===== config.mk =====
export PLATFORM = sky130hd
export DESIGN_NAME = dts_top
export DESIGN_NICKNAME = d
export VERILOG_FILES = /design/src/common/dts_pkg.sv /design/src/logic/dts_top.sv /design/src/logic/dts_tick.sv /design/src/logic/dts_regs.sv
export VERILOG_INCLUDE_DIRS = /design/src /design/src/common
export SDC_FILE = /design/constraint.sdc
export NUM_CORES = 1
export LEC_CHECK = 0
export ABC_AREA = 1
export BUFFER_PORTS_ARGS = -buffer_cell sky130_fd_sc_hd__buf_4
export CORE_MARGIN = 5
export CORE_UTILIZATION = 45
export CTS_CLUSTER_SIZE = 14
export DETAILED_ROUTE_END_ITERATION = 10
export GPL_TIMING_DRIVEN = 0
export PLACE_DENSITY = 0.69
export SETUP_SLACK_MARGIN = 0.2
export SYNTH_ARGS = -nofsm -noshare
export SYNTH_HDL_FRONTEND = slang
export SYNTH_HIERARCHICAL = 1
export SYNTH_SLANG_ARGS = --single-unit

===== constraint.sdc =====
create_clock -name CLK_IN -period 5.2 [get_ports CLK_IN]
set_input_delay 0.26 -clock CLK_IN [delete_from_list [all_inputs] [get_ports CLK_IN]]
set_output_delay 0.26 -clock CLK_IN [all_outputs]
set_load 0.03 [all_outputs]

===== src/common/dts_consts.svh =====
/*
 Constants of the down transfer sequencer: register map, field positions,
 reset values and timing counts.
 Assumes a 25 MHz system clock and a 1 ms time base made from it.
*/
// Notes on behaviour
// transfer starts only from idle, on line, line ack set, spin capture on.
// controller raises transfer request before its run request.
// run request with transfer request raises permit, then enters transfer.
// output voltage below line voltage refuses entry and raises low-voltage flag.
// transfer state codes: init 0, lock 1, torque 3, open 5, done 6.
// start in init, go to frequency lock once output loop is stable.
// output switching enabled exactly on init to frequency lock step.
// frequencies within half hertz for one continuous second before torque build.
// ramp torque; leave at torque current of at least a quarter of max.
// entering contactor-opening wait drives line contactor release true.
// controller drops line ack only after line contactor confirmed open.
// falling line ack during contactor-opening wait moves to complete.
// complete raises done; done cleared after request removed.
// after completion follow the speed setpoint; machine back to init.
// timeout returns to init, warns, blocks new transfers until reset.
// run request removal disables output at once; controller then unwinds.
// fault coasts to idle; running blocked until fault reset.
// controller opens drive contactor, drops ack and request after fault.
// inhibit acts like fault without reset; running resumes once cleared.
// controller owns both contactors, closes drive contactor on permit.
// handshake changes at least 250 ms apart, never two together.
// wait five seconds after drive contactor ack before lock.
// timers count a fixed tick, timeout configurable, cleared on state change; the timeout count here runs from entry and is not cleared between states.
`ifndef DTS_CONSTS_SVH
`define DTS_CONSTS_SVH

`define DTS_CLK_HZ       25000000
`define DTS_TICK_US      1000
`define DTS_TICK_CYC     (`DTS_CLK_HZ / 1000000 * `DTS_TICK_US)
`define DTS_GAP_MS       250
`define DTS_LOCK_S       1
`define DTS_PLL_S        5
`define DTS_GAP_TICKS    (`DTS_GAP_MS * 1000 / `DTS_TICK_US)
`define DTS_SEC_TICKS    (1000000 / `DTS_TICK_US)
`define DTS_LOCK_TICKS   (`DTS_LOCK_S * `DTS_SEC_TICKS)
`define DTS_PLL_TICKS    (`DTS_PLL_S * `DTS_SEC_TICKS)

`define DTS_REG_CTRL     2'h0
`define DTS_REG_TIMEOUT  2'h1
`define DTS_REG_STATUS   2'h2
`define DTS_CTRL_SPIN    0
`define DTS_CTRL_FCLR    8
`define DTS_CTRL_XCLR    9
`define DTS_SPIN_RST     1'h0
`define DTS_TIMEOUT_RST  16'h001E

`define DTS_ST_DRV       4
`define DTS_ST_PERMIT    8
`define DTS_ST_RELEASE   9
`define DTS_ST_DONE      10
`define DTS_ST_LOWV      11
`define DTS_ST_FAIL      12
`define DTS_ST_FAULT     13
`define DTS_ST_GATE      14

`define DTS_HS_PERMIT    0
`define DTS_HS_RELEASE   1
`define DTS_HS_DONE      2
`define DTS_PIN_RUN      0
`define DTS_PIN_DREQ     1
`define DTS_PIN_LACK     2
`define DTS_PIN_DACK     3
`define DTS_PIN_ESTOP    4
`define DTS_PIN_FAULT    5

`endif


===== src/common/dts_pkg.sv =====
/*
 Types of the down transfer sequencer: drive and transfer state enums and
 the mapping of transfer states to their plotted codes.
 Assumes dts_consts.svh is on the include path.
*/
package dts_pkg;
  typedef logic [15:0] dts_sec_t;
  typedef logic [2:0]  dts_code_t;
  typedef enum logic [1:0] {DRV_IDLE, DRV_DOWN, DRV_RUN} dts_drv_e;
  typedef enum logic [2:0] {
    XS_INIT, XS_FLOCK, XS_TORQ, XS_OPEN, XS_DONE
  } dts_xs_e;

  function automatic dts_code_t dts_xs_code(input dts_xs_e xs);
    unique case (xs)
      XS_INIT:  dts_xs_code = 3'h0;
      XS_FLOCK: dts_xs_code = 3'h1;
      XS_TORQ:  dts_xs_code = 3'h3;
      XS_OPEN:  dts_xs_code = 3'h5;
      XS_DONE:  dts_xs_code = 3'h6;
      default:  dts_xs_code = 3'h0;
    endcase
  endfunction
endpackage


===== src/logic/dts_top.sv =====
/*
 Down transfer sequencer: moves a line-fed motor onto the drive output,
 handshaking with an external contactor controller.
 Assumes controller pins are asynchronous; measurement inputs come from
 logic on CLK_IN.
*/
`timescale 1ns/1ps
`include "dts_consts.svh"
module dts_top #(
  parameter int TICK_CYC = `DTS_TICK_CYC
) (
  // clock and reset
  input  wire logic                  CLK_IN,
  input  wire logic                  RST_N_IN,
  // avalon slave
  input  wire logic [3:0]            AVS_ADDRESS_IN,
  input  wire logic                  AVS_READ_IN,
  input  wire logic                  AVS_WRITE_IN,
  input  wire logic [31:0]           AVS_WRITEDATA_IN,
  input  wire logic [3:0]            AVS_BYTEENABLE_IN,
  output logic      [31:0]           AVS_READDATA_OUT,
  output logic                       AVS_WAITREQUEST_OUT,
  // controller handshake inputs
  input  wire logic                  RUN_REQ_IN,
  input  wire logic                  DOWN_XFER_REQ_IN,
  input  wire logic                  LINE_CTR_ACK_IN,
  input  wire logic                  DRIVE_CTR_ACK_IN,
  input  wire logic                  ESTOP_INHIBIT_IN,
  input  wire logic                  FAULT_IN,
  // drive measurements
  input  wire logic [15:0]           AVAIL_VOLT_IN,
  input  wire logic [15:0]           LINE_VOLT_IN,
  input  wire logic                  PLL_STABLE_IN,
  input  wire logic                  FREQ_MATCH_IN,
  input  wire logic [15:0]           IQ_IN,
  input  wire logic [15:0]           IQ_MAX_IN,
  // controller handshake outputs
  output logic                       DOWN_XFER_PERMIT_OUT,
  output logic                       LINE_CTR_RELEASE_OUT,
  output logic                       DOWN_XFER_DONE_OUT,
  output logic                       LOW_OUTPUT_VOLTAGE_FLAG_OUT,
  output logic                       XFER_FAIL_OUT,
  // drive control
  output logic                       GATE_ENABLE_OUT,
  output logic                       TORQUE_RAMP_OUT,
  output logic                       FOLLOW_SETPOINT_OUT,
  output dts_pkg::dts_code_t         XFER_STATE_OUT
);
  import dts_pkg::*;

  typedef struct packed {
    logic [5:0]  sa;
    logic [5:0]  sb;
    logic [5:0]  sq;
    dts_drv_e    drv;
    dts_xs_e     xs;
    logic        gate;
    logic        ramp;
    logic [2:0]  hs_want;
    logic [2:0]  hs;
    logic [8:0]  gap;
    logic [12:0] dwell;
    logic [25:0] tmo;
    logic        fail;
    logic        fault;
    logic        lowv;
  } dts_top_s;

  dts_top_s    s_ff;
  dts_top_s    nxt_s;
  logic [1:0]  rst_sync_ff;
  logic        rst_n;
  logic        tick;
  logic        spin_en;
  dts_sec_t    timeout_s;
  logic        fault_clr;
  logic        xfer_clr;
  logic [31:0] status;
  logic [2:0]  hs_diff;
  logic        run_s;
  logic        dreq_s;
  logic        lack_s;
  logic        dack_s;
  logic        estop_s;
  logic        iq_ok;
  logic [25:0] tmo_lim;
  logic        can_start;

  // reset assert is immediate, release passes two flops
  always_ff @(posedge CLK_IN or negedge RST_N_IN) begin
    if (!RST_N_IN) begin
      rst_sync_ff <= 2'h0;
    end else begin
      rst_sync_ff <= {rst_sync_ff[0], 1'b1};
    end
  end
  assign rst_n = rst_sync_ff[1];

  dts_tick #(
    .CYC(TICK_CYC)
  ) u_tick (
    .clk_in   (CLK_IN),
    .rst_n_in (rst_n),
    .tick_out (tick)
  );

  dts_regs u_regs (
    .clk_in          (CLK_IN),
    .rst_n_in        (rst_n),
    .address_in      (AVS_ADDRESS_IN),
    .read_in         (AVS_READ_IN),
    .write_in        (AVS_WRITE_IN),
    .writedata_in    (AVS_WRITEDATA_IN),
    .byteenable_in   (AVS_BYTEENABLE_IN),
    .readdata_out    (AVS_READDATA_OUT),
    .waitrequest_out (AVS_WAITREQUEST_OUT),
    .status_in       (status),
    .spin_en_out     (spin_en),
    .timeout_s_out   (timeout_s),
    .fault_clr_out   (fault_clr),
    .xfer_clr_out    (xfer_clr)
  );

  assign run_s   = s_ff.sb[`DTS_PIN_RUN];
  assign dreq_s  = s_ff.sb[`DTS_PIN_DREQ];
  assign lack_s  = s_ff.sb[`DTS_PIN_LACK];
  assign dack_s  = s_ff.sb[`DTS_PIN_DACK];
  assign estop_s = s_ff.sb[`DTS_PIN_ESTOP];
  // quarter of max compared as 4*iq >= max, no divider needed
  assign iq_ok   = {IQ_IN, 2'h0} >= {2'h0, IQ_MAX_IN};
  assign tmo_lim = 26'(timeout_s) * 26'(`DTS_SEC_TICKS);
  assign hs_diff = s_ff.hs ^ s_ff.hs_want;
  assign can_start = run_s && !s_ff.sq[`DTS_PIN_RUN] && dreq_s && lack_s
                  && spin_en && !s_ff.fail && !s_ff.fault && !estop_s;

  always_comb begin
    nxt_s = s_ff;
    nxt_s.sa = {FAULT_IN, ESTOP_INHIBIT_IN, DRIVE_CTR_ACK_IN,
                LINE_CTR_ACK_IN, DOWN_XFER_REQ_IN, RUN_REQ_IN};
    nxt_s.sb = s_ff.sa;
    nxt_s.sq = s_ff.sb;
    if (s_ff.sb[`DTS_PIN_FAULT]) begin
      nxt_s.fault = 1'b1;
    end else if (fault_clr) begin
      nxt_s.fault = 1'b0;
    end
    if (xfer_clr) begin
      nxt_s.fail = 1'b0;
    end
    // one handshake edge at a time, spaced by the gap timer
    if (s_ff.gap != 9'h000) begin
      if (tick) begin
        nxt_s.gap = s_ff.gap - 9'h001;
      end
    end else if (hs_diff != 3'h0) begin
      nxt_s.hs  = s_ff.hs ^ (hs_diff & 3'(~hs_diff + 3'h1));
      nxt_s.gap = 9'(`DTS_GAP_TICKS);
    end
    if (s_ff.drv == DRV_DOWN && s_ff.xs != XS_DONE && tick) begin
      nxt_s.tmo = s_ff.tmo + 26'h0000001;
    end
    unique case (s_ff.drv)
      DRV_IDLE: begin
        if (!run_s) begin
          nxt_s.lowv = 1'b0;
        end
        if (can_start) begin
          if (AVAIL_VOLT_IN < LINE_VOLT_IN) begin
            nxt_s.lowv = 1'b1;
          end else begin
            nxt_s.lowv = 1'b0;
            nxt_s.hs_want[`DTS_HS_PERMIT] = 1'b1;
            nxt_s.drv   = DRV_DOWN;
            nxt_s.xs    = XS_INIT;
            nxt_s.dwell = 13'h0000;
            nxt_s.tmo   = 26'h0000000;
          end
        end
      end
      DRV_DOWN: begin
        unique case (s_ff.xs)
          XS_INIT: begin
            if (!dack_s) begin
              nxt_s.dwell = 13'h0000;
            end else if (tick && s_ff.dwell < 13'(`DTS_PLL_TICKS)) begin
              nxt_s.dwell = s_ff.dwell + 13'h0001;
            end
            if (dack_s && s_ff.dwell >= 13'(`DTS_PLL_TICKS)
                && PLL_STABLE_IN) begin
              nxt_s.xs    = XS_FLOCK;
              nxt_s.gate  = 1'b1;
              nxt_s.dwell = 13'h0000;
            end
          end
          XS_FLOCK: begin
            if (!FREQ_MATCH_IN) begin
              nxt_s.dwell = 13'h0000;
            end else if (tick) begin
              nxt_s.dwell = s_ff.dwell + 13'h0001;
            end
            if (FREQ_MATCH_IN
                && s_ff.dwell >= 13'(`DTS_LOCK_TICKS)) begin
              nxt_s.xs    = XS_TORQ;
              nxt_s.ramp  = 1'b1;
              nxt_s.dwell = 13'h0000;
            end
          end
          XS_TORQ: begin
            if (iq_ok) begin
              nxt_s.xs = XS_OPEN;
              nxt_s.hs_want[`DTS_HS_RELEASE] = 1'b1;
            end
          end
          XS_OPEN: begin
            if (!lack_s && s_ff.sq[`DTS_PIN_LACK]) begin
              nxt_s.xs = XS_DONE;
              nxt_s.hs_want[`DTS_HS_DONE] = 1'b1;
            end
          end
          XS_DONE: begin
            if (!dreq_s) begin
              nxt_s.hs_want = 3'h0;
              nxt_s.drv  = DRV_RUN;
              nxt_s.xs   = XS_INIT;
              nxt_s.ramp = 1'b0;
            end
          end
        endcase
        // waits of the transfer before complete are bounded by a nonzero timeout
        if (s_ff.xs != XS_DONE && timeout_s != 16'h0000
            && s_ff.tmo >= tmo_lim) begin
          nxt_s.fail    = 1'b1;
          nxt_s.xs      = XS_INIT;
          nxt_s.drv     = DRV_IDLE;
          nxt_s.gate    = 1'b0;
          nxt_s.ramp    = 1'b0;
          nxt_s.hs_want = 3'h0;
        end
      end
      DRV_RUN: begin
        nxt_s.xs = XS_INIT;
      end
    endcase
    // stop, fault and inhibit all coast the output off at once
    if (s_ff.drv != DRV_IDLE
        && (!run_s || s_ff.fault || estop_s)) begin
      nxt_s.drv     = DRV_IDLE;
      nxt_s.xs      = XS_INIT;
      nxt_s.gate    = 1'b0;
      nxt_s.ramp    = 1'b0;
      nxt_s.hs_want = 3'h0;
      nxt_s.dwell   = 13'h0000;
    end
  end

  always_ff @(posedge CLK_IN or negedge rst_n) begin
    if (!rst_n) begin
      s_ff     <= '0;
      s_ff.drv <= DRV_IDLE;
      s_ff.xs  <= XS_INIT;
    end else begin
      s_ff <= nxt_s;
    end
  end

  assign status = {17'h00000, s_ff.gate, s_ff.fault, s_ff.fail, s_ff.lowv,
                   s_ff.hs, 2'h0, 2'(s_ff.drv), 1'b0,
                   dts_xs_code(s_ff.xs)};
  assign DOWN_XFER_PERMIT_OUT        = s_ff.hs[`DTS_HS_PERMIT];
  assign LINE_CTR_RELEASE_OUT        = s_ff.hs[`DTS_HS_RELEASE];
  assign DOWN_XFER_DONE_OUT          = s_ff.hs[`DTS_HS_DONE];
  assign LOW_OUTPUT_VOLTAGE_FLAG_OUT = s_ff.lowv;
  assign XFER_FAIL_OUT               = s_ff.fail;
  assign GATE_ENABLE_OUT             = s_ff.gate;
  assign TORQUE_RAMP_OUT             = s_ff.ramp;
  assign FOLLOW_SETPOINT_OUT         = s_ff.drv == DRV_RUN;
  assign XFER_STATE_OUT              = dts_xs_code(s_ff.xs);
endmodule


===== src/logic/dts_tick.sv =====
/*
 Time base: one-cycle enable pulse every CYC clocks.
 Assumes an active-low reset from the top, asserted at once and released in step with the clock.
*/
`timescale 1ns/1ps
module dts_tick #(
  parameter int CYC = 25000
) (
  // clock and reset
  input  wire logic clk_in,
  input  wire logic rst_n_in,
  // time base
  output logic      tick_out
);
  typedef struct packed {
    logic [23:0] cnt;
    logic        tick;
  } dts_tick_s;

  dts_tick_s s_ff;
  dts_tick_s nxt_s;

  always_comb begin
    nxt_s = s_ff;
    nxt_s.tick = 1'b0;
    if (s_ff.cnt == 24'(CYC - 1)) begin
      nxt_s.cnt  = 24'h000000;
      nxt_s.tick = 1'b1;
    end else begin
      nxt_s.cnt = s_ff.cnt + 24'h000001;
    end
  end

  always_ff @(posedge clk_in or negedge rst_n_in) begin
    if (!rst_n_in) begin
      s_ff <= '0;
    end else begin
      s_ff <= nxt_s;
    end
  end

  assign tick_out = s_ff.tick;
endmodule


===== src/logic/dts_regs.sv =====
/*
 Avalon-MM slave with one wait state: control, timeout and status words.
 Assumes byte addresses; bits [1:0] of the address are ignored.
*/
`timescale 1ns/1ps
`include "dts_consts.svh"
module dts_regs (
  // clock and reset
  input  wire logic             clk_in,
  input  wire logic             rst_n_in,
  // avalon slave
  input  wire logic [3:0]       address_in,
  input  wire logic             read_in,
  input  wire logic             write_in,
  input  wire logic [31:0]      writedata_in,
  input  wire logic [3:0]       byteenable_in,
  output logic      [31:0]      readdata_out,
  output logic                  waitrequest_out,
  // block side
  input  wire logic [31:0]      status_in,
  output logic                  spin_en_out,
  output dts_pkg::dts_sec_t     timeout_s_out,
  output logic                  fault_clr_out,
  output logic                  xfer_clr_out
);
  import dts_pkg::*;

  typedef struct packed {
    logic        ack;
    logic        spin;
    dts_sec_t    tmo;
    logic [31:0] rdata;
    logic        fclr;
    logic        xclr;
  } dts_regs_s;

  dts_regs_s s_ff;
  dts_regs_s nxt_s;
  logic      req;
  logic [1:0] idx;

  assign req = read_in | write_in;
  assign idx = address_in[3:2];

  always_comb begin
    nxt_s = s_ff;
    nxt_s.fclr = 1'b0;
    nxt_s.xclr = 1'b0;
    nxt_s.ack  = req & ~s_ff.ack;
    // read data settle during the wait state, ready at the accepting edge
    if (read_in && !s_ff.ack) begin
      unique case (idx)
        `DTS_REG_CTRL:    nxt_s.rdata = {31'h00000000, s_ff.spin};
        `DTS_REG_TIMEOUT: nxt_s.rdata = {16'h0000, s_ff.tmo};
        `DTS_REG_STATUS:  nxt_s.rdata = status_in;
        default:          nxt_s.rdata = 32'h00000000;
      endcase
    end
    if (write_in && s_ff.ack) begin
      if (idx == `DTS_REG_CTRL && byteenable_in[0]) begin
        nxt_s.spin = writedata_in[`DTS_CTRL_SPIN];
      end
      if (idx == `DTS_REG_CTRL && byteenable_in[1]) begin
        nxt_s.fclr = writedata_in[`DTS_CTRL_FCLR];
        nxt_s.xclr = writedata_in[`DTS_CTRL_XCLR];
      end
      if (idx == `DTS_REG_TIMEOUT && byteenable_in[0]) begin
        nxt_s.tmo[7:0] = writedata_in[7:0];
      end
      if (idx == `DTS_REG_TIMEOUT && byteenable_in[1]) begin
        nxt_s.tmo[15:8] = writedata_in[15:8];
      end
    end
  end

  always_ff @(posedge clk_in or negedge rst_n_in) begin
    if (!rst_n_in) begin
      s_ff      <= '0;
      s_ff.spin <= `DTS_SPIN_RST;
      s_ff.tmo  <= `DTS_TIMEOUT_RST;
    end else begin
      s_ff <= nxt_s;
    end
  end

  assign waitrequest_out = req & ~s_ff.ack;
  assign readdata_out    = s_ff.rdata;
  assign spin_en_out     = s_ff.spin;
  assign timeout_s_out   = s_ff.tmo;
  assign fault_clr_out   = s_ff.fclr;
  assign xfer_clr_out    = s_ff.xclr;
endmodule


Word-level counts from Yosys, hierarchy flattened
Index checks and enable logic that the tools add are counted.
{"block": "word_totals", "out_inout_bits": 44, "regBits": 158, "latch_bits": 0, "ram_bits": 0, "romBits": 0, "memories": 0}
{"block": "classes", "div": 0, "magnitude_cmp": 6, "bitwise": 8, "add_sub_neg": 5, "reduce_logical": 61, "n_mux": 56, "n_eq_ne": 28, "multipliers": 1, "shift": 0}
{"cell": "2-to-1 mux 13 bit", "n": 7}
{"cell": "2-to-1 mux 39 bit", "n": 2}
{"cell": "2-to-1 mux 26 bit", "n": 2}
{"cell": "case mux 13 bit (2 select lines)", "n": 2}
{"cell": "case mux 16 bit (3 select lines)", "n": 1}
{"cell": "2-to-1 mux 9 bit", "n": 3}
{"cell": "adder 26 x 1 -> 26 bit (second input constant)", "n": 1}
{"cell": ">= comparator 26 bit", "n": 1}
{"cell": "inequality test 5 bit (second input constant)", "n": 5}
{"cell": "adder 24 x 1 -> 24 bit (second input constant)", "n": 1}
{"cell": "== test 24 x 15 -> 1 bit (second input constant)", "n": 1}
{"cell": "2-to-1 mux 24 bit", "n": 1}
{"cell": "logical AND 1 bit", "n": 23}
{"cell": "multiplier 16 x 7 -> 23 bit (second input constant)", "n": 1}
{"cell": "2-to-1 mux 10 bit", "n": 2}
{"cell": ">= comparator 18 x 16 -> 1 bit", "n": 1}
{"cell": "less-than comparator 16 bit", "n": 1}
{"cell": "2-to-1 mux 1 bit", "n": 16}
{"cell": "inequality test 4 bit (second input constant)", "n": 4}
{"cell": "nonzero test 16 bit", "n": 1}
{"cell": "2-to-1 mux 5 bit", "n": 3}
{"cell": "case mux 3 bit (5 select lines)", "n": 1}
{"cell": "adder 13 x 1 -> 13 bit (second input constant)", "n": 1}
{"cell": ">= comparator 13 x 10 -> 1 bit (second input constant)", "n": 1}
{"cell": "other kinds (42)", "n": 83}

Depth between registers and ports, before layout
{"block": "logic_depth", "ltp_word": 11, "mapped_depth": 35, "depth_no_buf": 34}

Cells and area by module
Netlist, hierarchy kept.
{"module": "dts_top", "seq_area_each_um2": 1976.9, "n_inst": 1, "area_each_um2": 8182.8, "cells_each": 1021}
{"module": "dts_regs", "seq_area_each_um2": 1306.3, "n_inst": 1, "area_each_um2": 2560.0, "cells_each": 297}
{"module": "dts_tick", "seq_area_each_um2": 625.6, "n_inst": 1, "area_each_um2": 1514.0, "cells_each": 222}

Worst setup path before layout
No wires, ideal clock.
{"block": "synth_timing", "kind": "reg-to-reg", "startpoint": "register u_regs.s_ff (netlist bit u_regs/timeout_s_out[4])", "endpoint": "register s_ff[61] (netlist name)", "setup_slack_ps": -457, "required_time_ps": 5083, "stages_incl_launch_ff": 32, "t_arrival_ps": 5540, "path_cell_list": "dfstp_2 -> buf_4 -> inv_1 -> fa_1 -> fa_1 -> fa_1 -> fa_1 -> inv_1 -> ha_1 -> a21oi_1 -> o21ai_0 -> inv_1 -> nand2_1 -> a21oi_1 -> inv_1 -> a21oi_1 -> o21ai_0 -> xor2_1 -> ha_1 -> nand2_1 -> nor2_1 -> nand3_1 -> nor2_1 -> nand2_1 -> nand3_1 -> nand2_1 -> nand3_1 -> nand2_1 -> nand2_1 -> nand3_1 -> nand2_1 -> nand2_1"}
{"item": "from (decl)", "line_no": "dts_regs.sv:37", "text": "dts_regs_s s_ff;"}
{"item": "from (signal assigned)", "line_no": "dts_regs.sv:82", "text": "s_ff <= nxt_s;"}

==> impl_metrics.json <==
{
  "grt_max_degree": 56,
  "fin_crit_sh": 1.08,
  "setup_slack_ns": -0.422,
  "clk_pin_slew_ns": 0.06,
  "syn-cell-area_um2": 12300,
  "synth_warnings": 6,
  "synth.avg_cell_area_um2": 7.96,
  "yosysSeqAreaShare": 0.319,
  "ctsRootBufferMaster": "clkbuf_16",
  "clock_path_buffers": 2,
  "synthXorXnorAreaFrac": 0.0450,
  "grt_first_pass_wirelength_um": 49300,
  "antenna_cells": 0,
  "synth_top_area_cell": "dfrtp_1",
  "synth_fa_ha_area_frac": 0.209,
  "max_freq_mhz": 178,
  "nFillCells": 2477,
  "status": "complete, but fails checks",
  "clk_latency_ns": 0.44,
  "cap_violations": 0,
  "cp.arrival_ns": 5.94,
  "cp-end-kind": "register",
  "max_stage_delay_ns": 0.56,
  "drc": 0,
  "fp.dieW_um": 175,
  "finalSetupViolations": 10,
  "wl_per_cell_um": 14.0,
  "start_kind": "register",
  "grtUsageTotal": 0.195,
  "numCtsBuffers": 17,
  "chipHeight_um": 175,
  "ff_latch_area_um2": 3910,
  "worst_pin_slew_ns": 0.722,
  "grt_pass1_vias": 10300,
  "ys_top_cells_by_area": "dfrtp_1 31%, ha_1 12%, nand2_1 11%, fa_1 8.8%, inv_1 8.2%",
  "placed_cells": 2041,
  "wirelength_um": 29600,
  "final_cell_mix": "345 x nand2_1, 252 x inv_1, 221 x buf_4",
  "clkSinkCount": 156,
  "yosys.area_share.simple": 0.245,
  "dieArea_um2": 30600,
  "hold_viol_final": 0,
  "rsz0062_at_grt": "yes",
  "critPathKind": "reg -> reg",
  "slew_violations": 0,
  "layout_commonest_cell": "nand2_1",
  "synth_mux_area_frac": 0.00174,
  "ioPinCount": 160,
  "cp_common_cell": "fa_1",
  "final_nets": 2050,
  "fin_cells": 2116,
  "h-tree-depth": 4,
  "place.gp.congestion": 0.869,
  "antenna_left": 0,
  "drt-initial-drc-count": 538,
  "areaGrowthSynthToFinish_pct": 24.3,
  "synth_top_family_by_area": "simple AND/OR/NAND/NOR gates",
  "dp_hpwl_um": 23100,
  "violations": "negative setup slack",
  "period_minus_slack_ns": 5.62,
  "crit_path_top_delay_cell": "fa_1",
  "cp_data_required_time_ns": 5.51,
  "core_um2": 26900,
  "portBuffers": 139,
  "vias": 10300,
  "ys_types": 44,
  "viasPerCell": 4.85,
  "num_rows": 60,
  "cts_tree": "built",
  "initial_core_util": 0.456,
  "synth-compound-area-share": 0.0599,
  "syn_inst": 1540,
  "ys_ff_latch": 156,
  "clock_skew_ns": 0.0183,
  "first_pass_iters": 7,
  "path_max_fanout": 5,
  "multi_input_area_um2": 7360,
  "hp-class": "in -> reg",
  "relSlewSlack": 0.519,
  "drive_gt1_frac": 0.220,
  "synth_top_area_share": 0.310,
  "globalRouteOverflowTotal": 0,
  "antenna_found_initial": 0
}
==> sequential cells by signal, summed over array words and instances, names as in the netlist, 2 cells and up, named ones only <==
| signal | cells |
|---|---|
| nxt_s | 8 |
| u_regs/timeout_s_out | 16 |
| u_regs/readdata_out | 32 |
| s_ff | 58 |
| rst_sync_ff | 2 |
| u_tick/s_ff | 24 |
==> cells by family after synthesis <==
group,after synthesis
and+or+nand+nor,681
buffers and inverters,334
xor gates and xnor gates,63
DFF,156
adders and majority gates,172
muxes,2
other,2
AOI/OAI and AO/OA,130
==> worst max-delay path: cells and delay by family, from the launching register on <==
kind / cells / cell delay [ns]
fa+ha+maj: 6 / 2.47
buf+inv: 8 / 0.67
compound gates: 6 / 0.84
flops: 1 / 0.55
xor+xnor: 1 / 0.15
simple gates: 10 / 0.82
==> layer usage <==
| metal | part of all wire | routed length, um | vias up | global-route usage |
|---|---|---|---|---|
| met5 | 0 | 0 | - | 0 |
| met4 | 0.0090 | 267 | 0 | 0.0383 |
| met3 | 0.031 | 910 | 25 | 0.0294 |
| met2 | 0.52 | 15500 | 165 | 0.346 |
| met1 | 0.44 | 13000 | 4897 | 0.254 |
| li1 | - | - | 5183 | - |
==> stage by stage <==
| stage | cell area [um^2] | setup WS, ns | hold WS (ns) | utilization | setup TNS, ns |
|---|---|---|---|---|---|
| 5_1_grt | 15200 | -0.729 | 0.0646 | 0.567 | -6.04 |
| 4_1_cts | 14900 | -0.393 | 0.0555 | 0.556 | -2.99 |
| 2_1_floorplan | 12500 | -0.0141 | -0.0356 | - | -0.0371 |
| 3_3_place_gp | 14000 | -1.30 | 0.0426 | 0.521 | -195.86 |
| 6_report | 15200 | -0.422 | 0.0664 | 0.567 | -2.98 |
| 3_5_place_dp | 14100 | -0.555 | 0.0459 | 0.523 | -4.27 |
==> path summary, 6_finish.rpt <==
check	start	end	slack, ns	cells after the start
worst max-delay path	u_regs/timeout_s_out[4]	s_ff[55]	-0.42	31
worst min-delay path	AVS_WRITEDATA_IN[3]	u_regs/timeout_s_out[3]	0.07	3
worst max register to register	u_regs/timeout_s_out[4]	s_ff[55]	-0.42	31
worst min register to register	nxt_s[72]	lack_s	0.35	0
max in group asynchronous	rst_sync_ff[1]	u_regs/timeout_s_out[2]	3.74	2
min in group asynchronous	RST_N_IN	rst_sync_ff[1]	0.16	2
==> what timing repair did <==
action,in CTS,in global routing
endpoints found under the setup margin,10,10
resized for setup,24,44
hold buffers,7,0
hold endpoints to repair,8,0
cloned,1,0
pin swaps,28,37
setup buffers,17,18
==> area by class of cell <==
cell class | count | share of cell area
Clock buffer | 19 | 0.0284
Sequential cell | 156 | 0.257
Tap cell | 341 | 0.0280
Inverter | 272 | 0.0684
Clock inverter | 13 | 0.0102
Multi-Input combinational cell | 1070 | 0.483
Buffer | 62 | 0.0312
Timing Repair Buffer | 183 | 0.0942
==> synthesized netlist by cell type, drive strengths merged <==
master  number
o21a         2
nor2       142
ha         118
nor3b        3
xor2        43
mux2         1
a21oi       55
nand3      114
nor4         1
nor3        25
o21bai       4
conb         2
clkinv       1
nand4       17
inv        271
a31oi        2
fa          54
mux2i        1
nand2      371
a211oi       2
o211ai       5
dfrtp      152
and2         2
buf         58
nand3b       6
dfstp        4
a21o         5
clkbuf       4
o31ai        1
xnor2       20
o21ai       54
Power is not shown: default switching activity piles up to over one toggle a cycle in this logic, so the estimate is an artifact.
